--- src/ddi_pkg.sv ---
// Package of constants and types for the display DRAM interface
package ddi_pkg;
  // Widths of memory and host paths
  localparam int DDI_ADDR_W = 9;
  localparam int DDI_DATA_W = 16;
  localparam int DDI_MAPS = 4;
  localparam int DDI_HADDR_W = 18;
  // Write FIFO depth
  localparam int DDI_FIFO_DEPTH = 4;
  // Row and column halves of an 18-bit word address
  localparam int DDI_ROW_LSB = 9;
  localparam int DDI_COL_LSB = 0;
  // Strobe timing in cycles of the 100 MHz clock
  localparam int DDI_CLK_PERIOD_NS = 10;
  localparam int DDI_TRP_NS = 30;
  localparam int DDI_TRP_CYC =
    (DDI_TRP_NS + DDI_CLK_PERIOD_NS - 1) / DDI_CLK_PERIOD_NS;
  localparam int DDI_TRAS_NS = 60;
  localparam int DDI_TRAS_CYC =
    (DDI_TRAS_NS + DDI_CLK_PERIOD_NS - 1) / DDI_CLK_PERIOD_NS;
  // Refresh interval: 15.6 us, longest time so rounded down
  localparam int DDI_REF_NS = 15600;
  localparam int DDI_REF_CYC = DDI_REF_NS / DDI_CLK_PERIOD_NS;
  // Strap capture delay after reset release
  localparam int DDI_STRAP_CYC = 2;
  // Reset values
  localparam logic [15:0] DDI_STRAP_RST = 16'h0000;
  localparam logic [8:0] DDI_ADDR_RST = 9'h000;
  // Access kinds chosen by the arbiter
  typedef enum logic [1:0] {
    DDI_ACC_NONE,
    DDI_ACC_REF,
    DDI_ACC_HOST,
    DDI_ACC_FETCH
  } ddi_acc_t;
endpackage

--- src/ddi_fifo.sv ---
// Small FIFO holding host write words for the DRAM sequencer
`timescale 1ns/1ps
module ddi_fifo #(
  parameter int WIDTH = 16,
  parameter int DEPTH = 4
) (
  // Clock and reset
  input wire logic clk_i,
  input wire logic rst_b_i,
  // Fill side
  input wire logic in_valid_i,
  output logic in_ready_o,
  input wire logic [WIDTH-1:0] in_data_i,
  // Drain side
  output logic out_valid_o,
  input wire logic out_ready_i,
  output logic [WIDTH-1:0] out_data_o
);
  localparam int PW = $clog2(DEPTH);
  // Storage and pointers
  logic [WIDTH-1:0] mem [DEPTH];
  logic [PW-1:0] wr_ptr;
  logic [PW-1:0] rd_ptr;
  logic [PW:0] count;
  wire push = in_valid_i && in_ready_o;
  wire pop = out_valid_o && out_ready_i;
  // Honest full and empty
  assign in_ready_o = (count != (PW+1)'(DEPTH));
  assign out_valid_o = (count != '0);
  assign out_data_o = mem[rd_ptr];
  // Pointer and count update
  always_ff @(posedge clk_i or negedge rst_b_i) begin
    if (!rst_b_i) begin
      wr_ptr <= '0;
      rd_ptr <= '0;
      count <= '0;
    end else begin
      if (push) wr_ptr <= (wr_ptr == PW'(DEPTH-1)) ? '0 : wr_ptr + 1'b1;
      if (pop) rd_ptr <= (rd_ptr == PW'(DEPTH-1)) ? '0 : rd_ptr + 1'b1;
      count <= count + (PW+1)'(push) - (PW+1)'(pop);
    end
  end
  // Storage write, no reset needed
  always_ff @(posedge clk_i) begin
    if (push) mem[wr_ptr] <= in_data_i;
  end
endmodule

--- src/ddi_sync.sv ---
// Two-flop synchroniser for pin inputs
`timescale 1ns/1ps
module ddi_sync #(
  parameter int WIDTH = 1,
  parameter logic [WIDTH-1:0] RST_VAL = '0
) (
  // Clock and reset
  input wire logic clk_i,
  input wire logic rst_b_i,
  // Async in, synced out
  input wire logic [WIDTH-1:0] d_i,
  output logic [WIDTH-1:0] q_o
);
  // First stage feeds only the second
  logic [WIDTH-1:0] meta;
  always_ff @(posedge clk_i or negedge rst_b_i) begin
    if (!rst_b_i) begin
      meta <= RST_VAL;
      q_o <= RST_VAL;
    end else begin
      meta <= d_i;
      q_o <= meta;
    end
  end
endmodule

--- src/ddi_top.sv ---
// Display DRAM interface: sequencer, host strobes, refresh, straps
`timescale 1ns/1ps
// Functional notes
// Nine-bit multiplexed DRAM address output
// Two row strobes, maps 0/1 and 2/3
// Two column strobes, maps 0/1 and 2/3
// Four write enables, one per map
// Two output enables, paired per map group
// Sixteen-bit bidirectional DRAM data bus
// Sample data-line straps at reset
// Host gives active-low refresh input
// Host I/O read strobe, ISA mode
// Host I/O write strobe, ISA mode
// Channel mode: read pin is status
// Channel mode: write pin is command
// Memory/IO select: high memory, low I/O; decoded only in channel mode, ISA mode ignores it
// Ready drops only for video memory
// Row before row strobe, column before column
// Periodic refresh, arbitrated with other accesses
module ddi_top
  import ddi_pkg::*;
#(
  parameter int REF_CYC = DDI_REF_CYC
) (
  // Clock and reset
  input wire logic CLK_SYS_I,
  input wire logic RST_B_I,
  // Host bus pins
  input wire logic CHAN_MODE_I,
  input wire logic HOST_REFRESH_N_I,
  input wire logic IO_READ_N_I,
  input wire logic IO_WRITE_N_I,
  input wire logic MEM_IO_SEL_I,
  input wire logic VMEM_SEL_I,
  input wire logic MEM_WRITE_I,
  input wire logic MEM_REQ_I,
  input wire logic [17:0] HOST_ADDR_I,
  input wire logic [15:0] HOST_WDATA_I,
  input wire logic [3:0] HOST_MAP_MASK_I,
  output logic BUS_READY_OUT_O,
  output logic IO_RD_CYC_O,
  output logic IO_WR_CYC_O,
  output logic [15:0] HOST_RDATA_O,
  output logic HOST_RVALID_O,
  // Display fetch request (same clock)
  input wire logic FETCH_REQ_I,
  input wire logic [17:0] FETCH_ADDR_I,
  output logic FETCH_DONE_O,
  // DRAM pins
  output logic [8:0] DRAM_MUX_ADDR_O,
  output logic ROW_STROBE_MAPS_LOW_N_O,
  output logic ROW_STROBE_MAPS_HIGH_N_O,
  output logic COL_STROBE_MAPS_LOW_N_O,
  output logic COL_STROBE_MAPS_HIGH_N_O,
  output logic MAP0_WRITE_EN_N_O,
  output logic MAP1_WRITE_EN_N_O,
  output logic MAP2_WRITE_EN_N_O,
  output logic MAP3_WRITE_EN_N_O,
  output logic OUT_EN_MAPS_LOW_N_O,
  output logic OUT_EN_MAPS_HIGH_N_O,
  input wire logic [15:0] DRAM_DATA_BUS_I,
  output logic [15:0] DRAM_DATA_BUS_O,
  output logic DRAM_DATA_BUS_OE_O,
  // Configuration straps and write buffer ready
  output logic [15:0] STRAP_CFG_O,
  output logic FIFO_READY_O
);
  // Sequencer states
  typedef enum logic [2:0] {
    ST_IDLE, ST_ROW, ST_RAS, ST_COL, ST_CAS, ST_PRE
  } ddi_state_t;

  // Synchronised pin inputs; reset values are the idle pin levels
  logic [7:0] pins_s;
  logic [15:0] md_s;
  ddi_sync #(.WIDTH(8), .RST_VAL(8'h78)) u_sync_pins (
    .clk_i(CLK_SYS_I),
    .rst_b_i(RST_B_I),
    .d_i({CHAN_MODE_I, HOST_REFRESH_N_I, IO_READ_N_I, IO_WRITE_N_I,
          MEM_IO_SEL_I, VMEM_SEL_I, MEM_WRITE_I, MEM_REQ_I}),
    .q_o(pins_s)
  );
  ddi_sync #(.WIDTH(16), .RST_VAL(16'h0000)) u_sync_md (
    .clk_i(CLK_SYS_I),
    .rst_b_i(RST_B_I),
    .d_i(DRAM_DATA_BUS_I),
    .q_o(md_s)
  );
  wire chan_mode_s = pins_s[7];
  wire refresh_n_s = pins_s[6];
  wire io_rd_n_s = pins_s[5];
  wire io_wr_n_s = pins_s[4];
  wire mem_io_s = pins_s[3];
  wire vmem_s = pins_s[2];
  wire mem_wr_s = pins_s[1];
  wire mem_req_s = pins_s[0];

  // Host cycle decode; channel mode uses status and command pins
  logic cmd_n_d;
  wire cmd_rise = chan_mode_s && io_wr_n_s && !cmd_n_d;
  wire isa_io_rd = !chan_mode_s && !io_rd_n_s;
  wire isa_io_wr = !chan_mode_s && !io_wr_n_s;
  wire chan_io = chan_mode_s && !io_wr_n_s && !mem_io_s;
  wire chan_io_rd = chan_io && !io_rd_n_s;
  wire chan_io_wr = chan_io && io_rd_n_s;
  wire next_io_rd = isa_io_rd || chan_io_rd;
  wire next_io_wr = isa_io_wr || chan_io_wr;
  wire chan_mem_ok = !chan_mode_s || (mem_io_s && !io_wr_n_s);
  wire host_mem = mem_req_s && vmem_s && chan_mem_ok;
  wire refresh_cyc = !refresh_n_s;

  // Request edge so each host cycle is taken once
  logic host_busy;
  wire host_start = host_mem && !host_busy;

  // Write FIFO between host and sequencer
  logic fifo_in_ready;
  logic fifo_out_valid;
  logic fifo_pop;
  logic [15:0] fifo_data;
  ddi_fifo #(.WIDTH(DDI_DATA_W), .DEPTH(DDI_FIFO_DEPTH)) u_wfifo (
    .clk_i(CLK_SYS_I),
    .rst_b_i(RST_B_I),
    .in_valid_i(host_start && mem_wr_s),
    .in_ready_o(fifo_in_ready),
    .in_data_i(HOST_WDATA_I),
    .out_valid_o(fifo_out_valid),
    .out_ready_i(fifo_pop),
    .out_data_o(fifo_data)
  );

  // Sequencer state and counters
  ddi_state_t state;
  ddi_state_t next_state;
  ddi_acc_t acc;
  logic [3:0] tcnt;
  logic [15:0] ref_cnt;
  logic ref_pend;
  logic host_pend;
  logic host_wr;
  logic [17:0] host_addr;
  logic [17:0] acc_addr;
  logic [3:0] acc_maps;
  logic acc_wr;
  logic [8:0] ref_row;

  // Arbitration: refresh first, then host, then fetch
  wire ref_due = ref_pend;
  wire host_due = host_pend && (!host_wr || fifo_out_valid);
  ddi_acc_t next_acc;
  assign next_acc = ref_due ? DDI_ACC_REF :
                    host_due ? DDI_ACC_HOST :
                    FETCH_REQ_I ? DDI_ACC_FETCH : DDI_ACC_NONE;
  wire tdone = (tcnt == 4'h0);
  assign fifo_pop = (state == ST_COL) && (acc == DDI_ACC_HOST) && acc_wr;

  // Next-state logic of the sequencer
  always_comb begin
    next_state = state;
    case (state)
      ST_IDLE: if (next_acc != DDI_ACC_NONE) next_state = ST_ROW;
      ST_ROW: next_state = ST_RAS;
      ST_RAS: if (tdone) next_state = (acc == DDI_ACC_REF) ? ST_PRE : ST_COL;
      ST_COL: next_state = ST_CAS;
      ST_CAS: if (tdone) next_state = ST_PRE;
      ST_PRE: if (tdone) next_state = ST_IDLE;
      default: next_state = ST_IDLE;
    endcase
  end

  // Row address put out two cycles before row strobe
  wire [8:0] row_addr = (next_acc == DDI_ACC_REF) ? ref_row :
    (next_acc == DDI_ACC_HOST) ? host_addr[17:9] : FETCH_ADDR_I[17:9];
  wire [8:0] next_mux_addr =
    (state == ST_IDLE) ? row_addr :
    (state == ST_RAS && tdone) ? acc_addr[8:0] : DRAM_MUX_ADDR_O;
  wire strobe_row = (state == ST_RAS) || (state == ST_COL) ||
                    (state == ST_CAS);
  wire strobe_col = (state == ST_CAS);
  wire lo_grp = (acc == DDI_ACC_REF) || (|acc_maps[1:0]);
  wire hi_grp = (acc == DDI_ACC_REF) || (|acc_maps[3:2]);

  // Sequencer, counters and latched access
  always_ff @(posedge CLK_SYS_I or negedge RST_B_I) begin
    if (!RST_B_I) begin
      state <= ST_IDLE;
      acc <= DDI_ACC_NONE;
      tcnt <= 4'h0;
      acc_addr <= 18'h00000;
      acc_maps <= 4'h0;
      acc_wr <= 1'b0;
    end else begin
      state <= next_state;
      if (state == ST_IDLE && next_acc != DDI_ACC_NONE) begin
        acc <= next_acc;
        acc_addr <= (next_acc == DDI_ACC_HOST) ? host_addr : FETCH_ADDR_I;
        acc_maps <= (next_acc == DDI_ACC_HOST) ? HOST_MAP_MASK_I : 4'hf;
        acc_wr <= (next_acc == DDI_ACC_HOST) && host_wr;
      end
      if (next_state != state) begin
        tcnt <= (next_state == ST_PRE) ? 4'(DDI_TRP_CYC - 1) :
                (next_state == ST_RAS) ? 4'(DDI_TRAS_CYC / 2 - 1) :
                (next_state == ST_CAS) ? 4'(DDI_TRAS_CYC / 2 - 1) : 4'h0;
      end else if (!tdone) begin
        tcnt <= tcnt - 4'h1;
      end
    end
  end

  // Refresh timer; host refresh cycles also request one
  always_ff @(posedge CLK_SYS_I or negedge RST_B_I) begin
    if (!RST_B_I) begin
      ref_cnt <= 16'h0000;
      ref_pend <= 1'b0;
      ref_row <= DDI_ADDR_RST;
    end else begin
      ref_cnt <= (ref_cnt == 16'(REF_CYC - 1)) ? 16'h0000 : ref_cnt + 16'h1;
      if (ref_cnt == 16'(REF_CYC - 1) || refresh_cyc) ref_pend <= 1'b1;
      else if (state == ST_IDLE && next_acc == DDI_ACC_REF) ref_pend <= 1'b0;
      if (state == ST_PRE && tdone && acc == DDI_ACC_REF)
        ref_row <= ref_row + 9'h1;
    end
  end

  // Host request capture and ready; waits only on video memory
  always_ff @(posedge CLK_SYS_I or negedge RST_B_I) begin
    if (!RST_B_I) begin
      host_busy <= 1'b0;
      host_pend <= 1'b0;
      host_wr <= 1'b0;
      host_addr <= 18'h00000;
      BUS_READY_OUT_O <= 1'b1;
      cmd_n_d <= 1'b1;
    end else begin
      cmd_n_d <= io_wr_n_s;
      if (!host_mem || cmd_rise) host_busy <= 1'b0;
      else if (host_start && (!mem_wr_s || fifo_in_ready)) host_busy <= 1'b1;
      if (host_start && (!mem_wr_s || fifo_in_ready)) begin
        host_pend <= 1'b1;
        host_wr <= mem_wr_s;
        host_addr <= HOST_ADDR_I;
      end else if (state == ST_IDLE && next_acc == DDI_ACC_HOST) begin
        host_pend <= 1'b0;
      end
      BUS_READY_OUT_O <= !(host_mem && (host_pend || !host_busy));
    end
  end

  // DRAM pin drive, all registered
  always_ff @(posedge CLK_SYS_I or negedge RST_B_I) begin
    if (!RST_B_I) begin
      DRAM_MUX_ADDR_O <= DDI_ADDR_RST;
      ROW_STROBE_MAPS_LOW_N_O <= 1'b1;
      ROW_STROBE_MAPS_HIGH_N_O <= 1'b1;
      COL_STROBE_MAPS_LOW_N_O <= 1'b1;
      COL_STROBE_MAPS_HIGH_N_O <= 1'b1;
      {MAP3_WRITE_EN_N_O, MAP2_WRITE_EN_N_O} <= 2'h3;
      {MAP1_WRITE_EN_N_O, MAP0_WRITE_EN_N_O} <= 2'h3;
      OUT_EN_MAPS_LOW_N_O <= 1'b1;
      OUT_EN_MAPS_HIGH_N_O <= 1'b1;
      DRAM_DATA_BUS_O <= 16'h0000;
      DRAM_DATA_BUS_OE_O <= 1'b0;
    end else begin
      DRAM_MUX_ADDR_O <= next_mux_addr;
      ROW_STROBE_MAPS_LOW_N_O <= !(strobe_row && lo_grp);
      ROW_STROBE_MAPS_HIGH_N_O <= !(strobe_row && hi_grp);
      COL_STROBE_MAPS_LOW_N_O <= !(strobe_col && lo_grp);
      COL_STROBE_MAPS_HIGH_N_O <= !(strobe_col && hi_grp);
      MAP0_WRITE_EN_N_O <= !(strobe_row && acc_wr && acc_maps[0]);
      MAP1_WRITE_EN_N_O <= !(strobe_row && acc_wr && acc_maps[1]);
      MAP2_WRITE_EN_N_O <= !(strobe_row && acc_wr && acc_maps[2]);
      MAP3_WRITE_EN_N_O <= !(strobe_row && acc_wr && acc_maps[3]);
      OUT_EN_MAPS_LOW_N_O <= !(strobe_col && !acc_wr && lo_grp &&
                               acc != DDI_ACC_REF);
      OUT_EN_MAPS_HIGH_N_O <= !(strobe_col && !acc_wr && hi_grp &&
                                acc != DDI_ACC_REF);
      if (fifo_pop) DRAM_DATA_BUS_O <= fifo_data;
      DRAM_DATA_BUS_OE_O <= (state == ST_COL || state == ST_CAS) &&
                            acc_wr && next_state != ST_PRE;
    end
  end

  // Read data return, straps and host cycle flags
  logic [2:0] strap_cnt; // Sync latency, then the strap window
  wire read_end = state == ST_CAS && tdone && !acc_wr && acc != DDI_ACC_REF;
  always_ff @(posedge CLK_SYS_I or negedge RST_B_I) begin
    if (!RST_B_I) begin
      HOST_RDATA_O <= 16'h0000;
      HOST_RVALID_O <= 1'b0;
      FETCH_DONE_O <= 1'b0;
      STRAP_CFG_O <= DDI_STRAP_RST;
      strap_cnt <= 3'h0;
      IO_RD_CYC_O <= 1'b0;
      IO_WR_CYC_O <= 1'b0;
      FIFO_READY_O <= 1'b0;
    end else begin
      HOST_RVALID_O <= read_end && acc == DDI_ACC_HOST;
      FETCH_DONE_O <= state == ST_PRE && tdone && acc == DDI_ACC_FETCH;
      if (read_end) HOST_RDATA_O <= DRAM_DATA_BUS_I;
      if (strap_cnt != 3'(DDI_STRAP_CYC + 2)) begin // Plus sync latency
        strap_cnt <= strap_cnt + 3'h1;
        STRAP_CFG_O <= md_s;
      end
      IO_RD_CYC_O <= next_io_rd;
      IO_WR_CYC_O <= next_io_wr;
      FIFO_READY_O <= fifo_in_ready;
    end
  end

  // Row strobe must precede column strobe of the low group
  row_first_a: assert property (@(posedge CLK_SYS_I)
    disable iff (!RST_B_I)
    $fell(COL_STROBE_MAPS_LOW_N_O) |-> !ROW_STROBE_MAPS_LOW_N_O)
    else $error("column strobe without row strobe");
  // Row address must already stand when the row strobe falls
  row_addr_hold_a: assert property (@(posedge CLK_SYS_I)
    disable iff (!RST_B_I)
    $fell(ROW_STROBE_MAPS_LOW_N_O) |-> $stable(DRAM_MUX_ADDR_O))
    else $error("row address moved at row strobe");
  ready_video_a: assert property (@(posedge CLK_SYS_I)
    disable iff (!RST_B_I) !BUS_READY_OUT_O |-> $past(host_mem))
    else $error("ready dropped outside video access");
  refresh_served_a: assert property (@(posedge CLK_SYS_I)
    disable iff (!RST_B_I)
    $rose(ref_pend) |-> ##[1:40] !ROW_STROBE_MAPS_HIGH_N_O)
    else $error("refresh not served in time");
  we_only_write_a: assert property (@(posedge CLK_SYS_I)
    disable iff (!RST_B_I)
    !MAP0_WRITE_EN_N_O |-> !ROW_STROBE_MAPS_LOW_N_O)
    else $error("write enable outside row cycle");
  oe_no_drive_a: assert property (@(posedge CLK_SYS_I)
    disable iff (!RST_B_I) !OUT_EN_MAPS_LOW_N_O |-> !DRAM_DATA_BUS_OE_O)
    else $error("bus driven during DRAM read");
endmodule

--- config.mk ---
export PLATFORM = sky130hd
export DESIGN_NAME = ddi_top
export DESIGN_NICKNAME = d
export VERILOG_FILES = /design/src/ddi_pkg.sv /design/src/ddi_fifo.sv /design/src/ddi_sync.sv /design/src/ddi_top.sv
export SDC_FILE = /design/constraint.sdc
export NUM_CORES = 1
export LEC_CHECK = 0
export BUFFER_PORTS_ARGS = -buffer_cell sky130_fd_sc_hd__clkbuf_2
export CORE_AREA = 2 2 194 101
export CTS_CLUSTER_DIAMETER = 60
export DETAILED_ROUTE_END_ITERATION = 10
export DIE_AREA = 0 0 196 103
export GPL_TIMING_DRIVEN = 0
export HOLD_SLACK_MARGIN = 0.02
export PLACE_DENSITY_LB_ADDON = 0.12
export SYNTH_ARGS = -nofsm -noshare
export SYNTH_HDL_FRONTEND = slang
export SYNTH_SLANG_ARGS = --single-unit
--- constraint.sdc ---
create_clock -name CLK_SYS_I -period 3.4 [get_ports CLK_SYS_I]
set_clock_uncertainty 0.05 [all_clocks]
set_input_delay 0.34 -clock CLK_SYS_I [delete_from_list [all_inputs] [get_ports CLK_SYS_I]]
set_output_delay 0.34 -clock CLK_SYS_I [all_outputs]
set_load 0.02 [all_outputs]
==> impl_results.md <==
- CP Data Required Time: 3790 ps
- Relative slew slack: 0.221
- TritonRoute pass-1 iters: 4
- Initial Utilization: 0.543
- Die Wd: roughly 200 um
- Final HPWL DP: 14.9 mm
- CP cell instances: inv_1 > nor2_1 > and4_1 > clkbuf_1 > o31a_1 > ha_1 > inv_1 > ha_1 > inv_1 > fa_1 > xnor2_1 > xnor2_1
- Post-DP Area: 11,300 um2
- Synth Register Bits: ~270
- WS Path Type: reg2reg
- Diodes inserted: 0
- CTS clk-pin slew, worst paths: 70 ps
- Pin count of the biggest net entering global routing: around 120
- DRC viols: 0
- Htree depth: 1
- Final Hold Viols: 0
- Share of cells above drive strength 1: 0.344
- Share of the synthesized area in the top cell type: 0.450
- First-pass GRT wire length: ~34 mm
- Worst hold slack: 35.1 ps
- Routed wire length: 21.2 mm
- Worst-Skew Late Latency: 510 ps
- Outcome: finished, final reports clean
- Post-synth EDFFs: 64
- Worst EP arrival: about 3400 ps
- Async S/R FF share, synth: 0.759
- Synth top cells by count: dfrtp_1, mux2_2, edfxtp_1, nand2_1, nor2_1
- Vias in the first global route: 6,468
- Crit-path max FO: 8
- Tmin final: 3020 ps
- TritonCTS Sinks: 266
- Worst path most repeated cell: inv_1
- Overall routing resource usage: 0.220
- # port buffers: 156
- Clk buf depth: 3
- Worst slack, placed: 388 ps
- Wirelength per Cell: 17.7 um
- Final Non-Filler Cells: between 1,000 and 1,500
- Cells after Synth: 688
- RSZ-0062 raised after global routing: false
- Critical Path Start Type: flop
- FMAX: 331 MHz
- CTS Buf Count: 23
- Pwr per Cell Area: between 700 and 800 nW/um2
- CP Capture Type: flop
- HP Class: in2reg
- Syn Area/Cell: approximately 15 um2
- CTS tree: done
- Mapped cell area: approximately 10,000 um2
- Final worst-path cycle share: 0.888
- Pins Over Slew Limit: 0
- DR vias/cell: 5.33
- Main synth FF type: dfrtp_1
- Root buffer cell: clkbuf_16
- Synth-to-layout area growth: 24.9%
- Leak: 0.00551 uW
- Endpoints failing setup: 0
- Initial antenna violation count: 0
- Worst-margin pin slew: about 1200 ps
- Global placer's final weighted congestion: 0.894
- Post CTS Setup Buffer Count: 0
- Die Height: a little over 100 um
- Synth unique cells: 58
- Via count: 6,380
- Max Cap Viol: 0
- Register area share after synthesis: 0.688
- # IOs: 157
- Core Area: roughly 19,000 um2
- Cell area after layout: around 13,000 um2
- Area leader, netlist: dfrtp_1
- Post-route antenna net violation count: 0
- VDD IR-drop max: 0.510 mV
- Die footprint: 20,200 um2
- Row cnt: 36
- Post-synth net total: 784
- Top cells by area, synth: dfrtp_1, edfxtp_1, mux2_2
- CP max stage cell: clkbuf_1
- Post-route setup slack: 382 ps
- Critical path's largest stage delay: approximately 480 ps
- Layout Nets: 1,029
- DR iter-0 viols: 323
- Yosys warning count: 0
- Top-count cell post-synth: dfrtp_1
- Placed Instances: approximately 1,100
- Overflow after GRT: 0
[worst paths after layout]
kind,startpoint,endpoint,slack [ps],cells after the start
min reg2reg,u_sync_md.meta[9]$_DFF_PN0_,u_sync_md.q_o[9]$_DFF_PN0_,300,0
max in group asynchronous,RST_B_I,u_sync_pins.meta[3]$_DFF_PN1_,1850,3
max reg2reg,acc[1]$_DFFE_PN0P_,u_wfifo.count[2]$_DFF_PN0_,380,12
max,acc[1]$_DFFE_PN0P_,u_wfifo.count[2]$_DFF_PN0_,380,12
min in group asynchronous,RST_B_I,u_sync_md.meta[9]$_DFF_PN0_,490,2
min,FETCH_ADDR_I[5],acc_addr[5]$_DFFE_PN0P_,40,3
[stage by stage]
| step | total power [uW] | util | TNS [ps] |
|---|---|---|---|
| final | 9150 | 0.679 | 0 |
| after global routing | 9670 | 0.679 | 0 |
| after CTS | 9210 | 0.679 | 0 |
| after detailed placement | 6460 | 0.603 | 0 |
| after global placement | 6320 | 0.602 | -316280 |
| after floorplan | 5670 | - | 0 |
[report_power, final]
part | internal [uW] | switching [uW]
registers | 3800 | 334
clock network | 1560 | 1130
logic | 960 | 1370
total | 6320 | 2830
[layer usage]
| metal | vias to the layer above | share of wire | track usage |
|---|---|---|---|
| met5 | - | 0 | 0 |
| met4 | 0 | 0.017 | 0.0420 |
| met3 | 36 | 0.058 | 0.0451 |
| met2 | 183 | 0.42 | 0.323 |
| met1 | 3201 | 0.51 | 0.343 |
| li1 | 2960 | - | - |
[flip-flops by register name, indices dropped and copies added, names as in the netlist, 3 cells and up]
signal,cells
u_wfifo.mem,64
host_addr,18
DRAM_DATA_BUS_O,16
HOST_RDATA_O,16
STRAP_CFG_O,16
ref_cnt,16
u_sync_md.meta,16
u_sync_md.q_o,16
DRAM_MUX_ADDR_O,9
acc_addr,9
ref_row,9
u_sync_pins.meta,8
u_sync_pins.q_o,8
acc_maps,4
tcnt,4
state,3
strap_cnt,3
u_wfifo.count,3
[placed cells by master (no fill, tap or decap), types with 11 or more instances in the layout]
cell / Yosys / layout
inv_1: 15 / 15
clkbuf_1: 17 / 18
xor2_1: 11 / 11
mux4_2: 16 / 16
dfstp_2: 19 / 19
dfrtp_1: 183 / 183
ha_1: 12 / 12
a21oi_1: 16 / 16
clkbuf_2: 0 / 155
dlygate4sd3_1: 0 / 63
nor2_1: 51 / 51
clkbuf_16: 0 / 23
nand2_1: 51 / 51
xnor2_1: 12 / 12
edfxtp_1: 64 / 64
and3_1: 11 / 11
mux2_2: 80 / 80
a31oi_1: 13 / 13
o21ai_0: 13 / 13
[timing repair]
item                                   in CTS  in global routing
hold buffers                               63                  0
endpoints found under the hold margin     216                  0
resized for setup                           0                  0
[final cells by class]
class | count | area (um2)
inverters | 15 | 56.3
plain buffers | 27 | 118
multi-input cells | 380 | 3010
repair buffers | 220 | 1450
clock inverters | 13 | 143
clock buffers | 28 | 634
fillers | 1330 | 6020
well taps | 247 | 309
flip-flops and latches | 266 | 7000
[critical path: cells and delay by family (launching register included)]
family | cells | cell delay [ps]
flip-flops | 1 | 380
AO/OA/AOI/OAI | 1 | 310
AND/OR/NAND/NOR | 2 | 470
buffers and inverters | 4 | 650
XOR/XNOR | 2 | 310
adder cells (fa/ha/maj) | 3 | 760
[cell families (layout without fill, tap and decap cells)]
logic type / after synthesis / count (layout) / share of synthesized area
xor+xnor: 23 / 23 / 0.0198
compound gates: 69 / 69 / 0.0458
mux: 98 / 98 / 0.126
simple gates: 176 / 176 / 0.0863
fa+ha+maj: 14 / 14 / 0.0177
flops: 266 / 266 / 0.688
buf+inv: 42 / 303 / 0.0171
No activity file was read; power rests on OpenSTA's default activity.
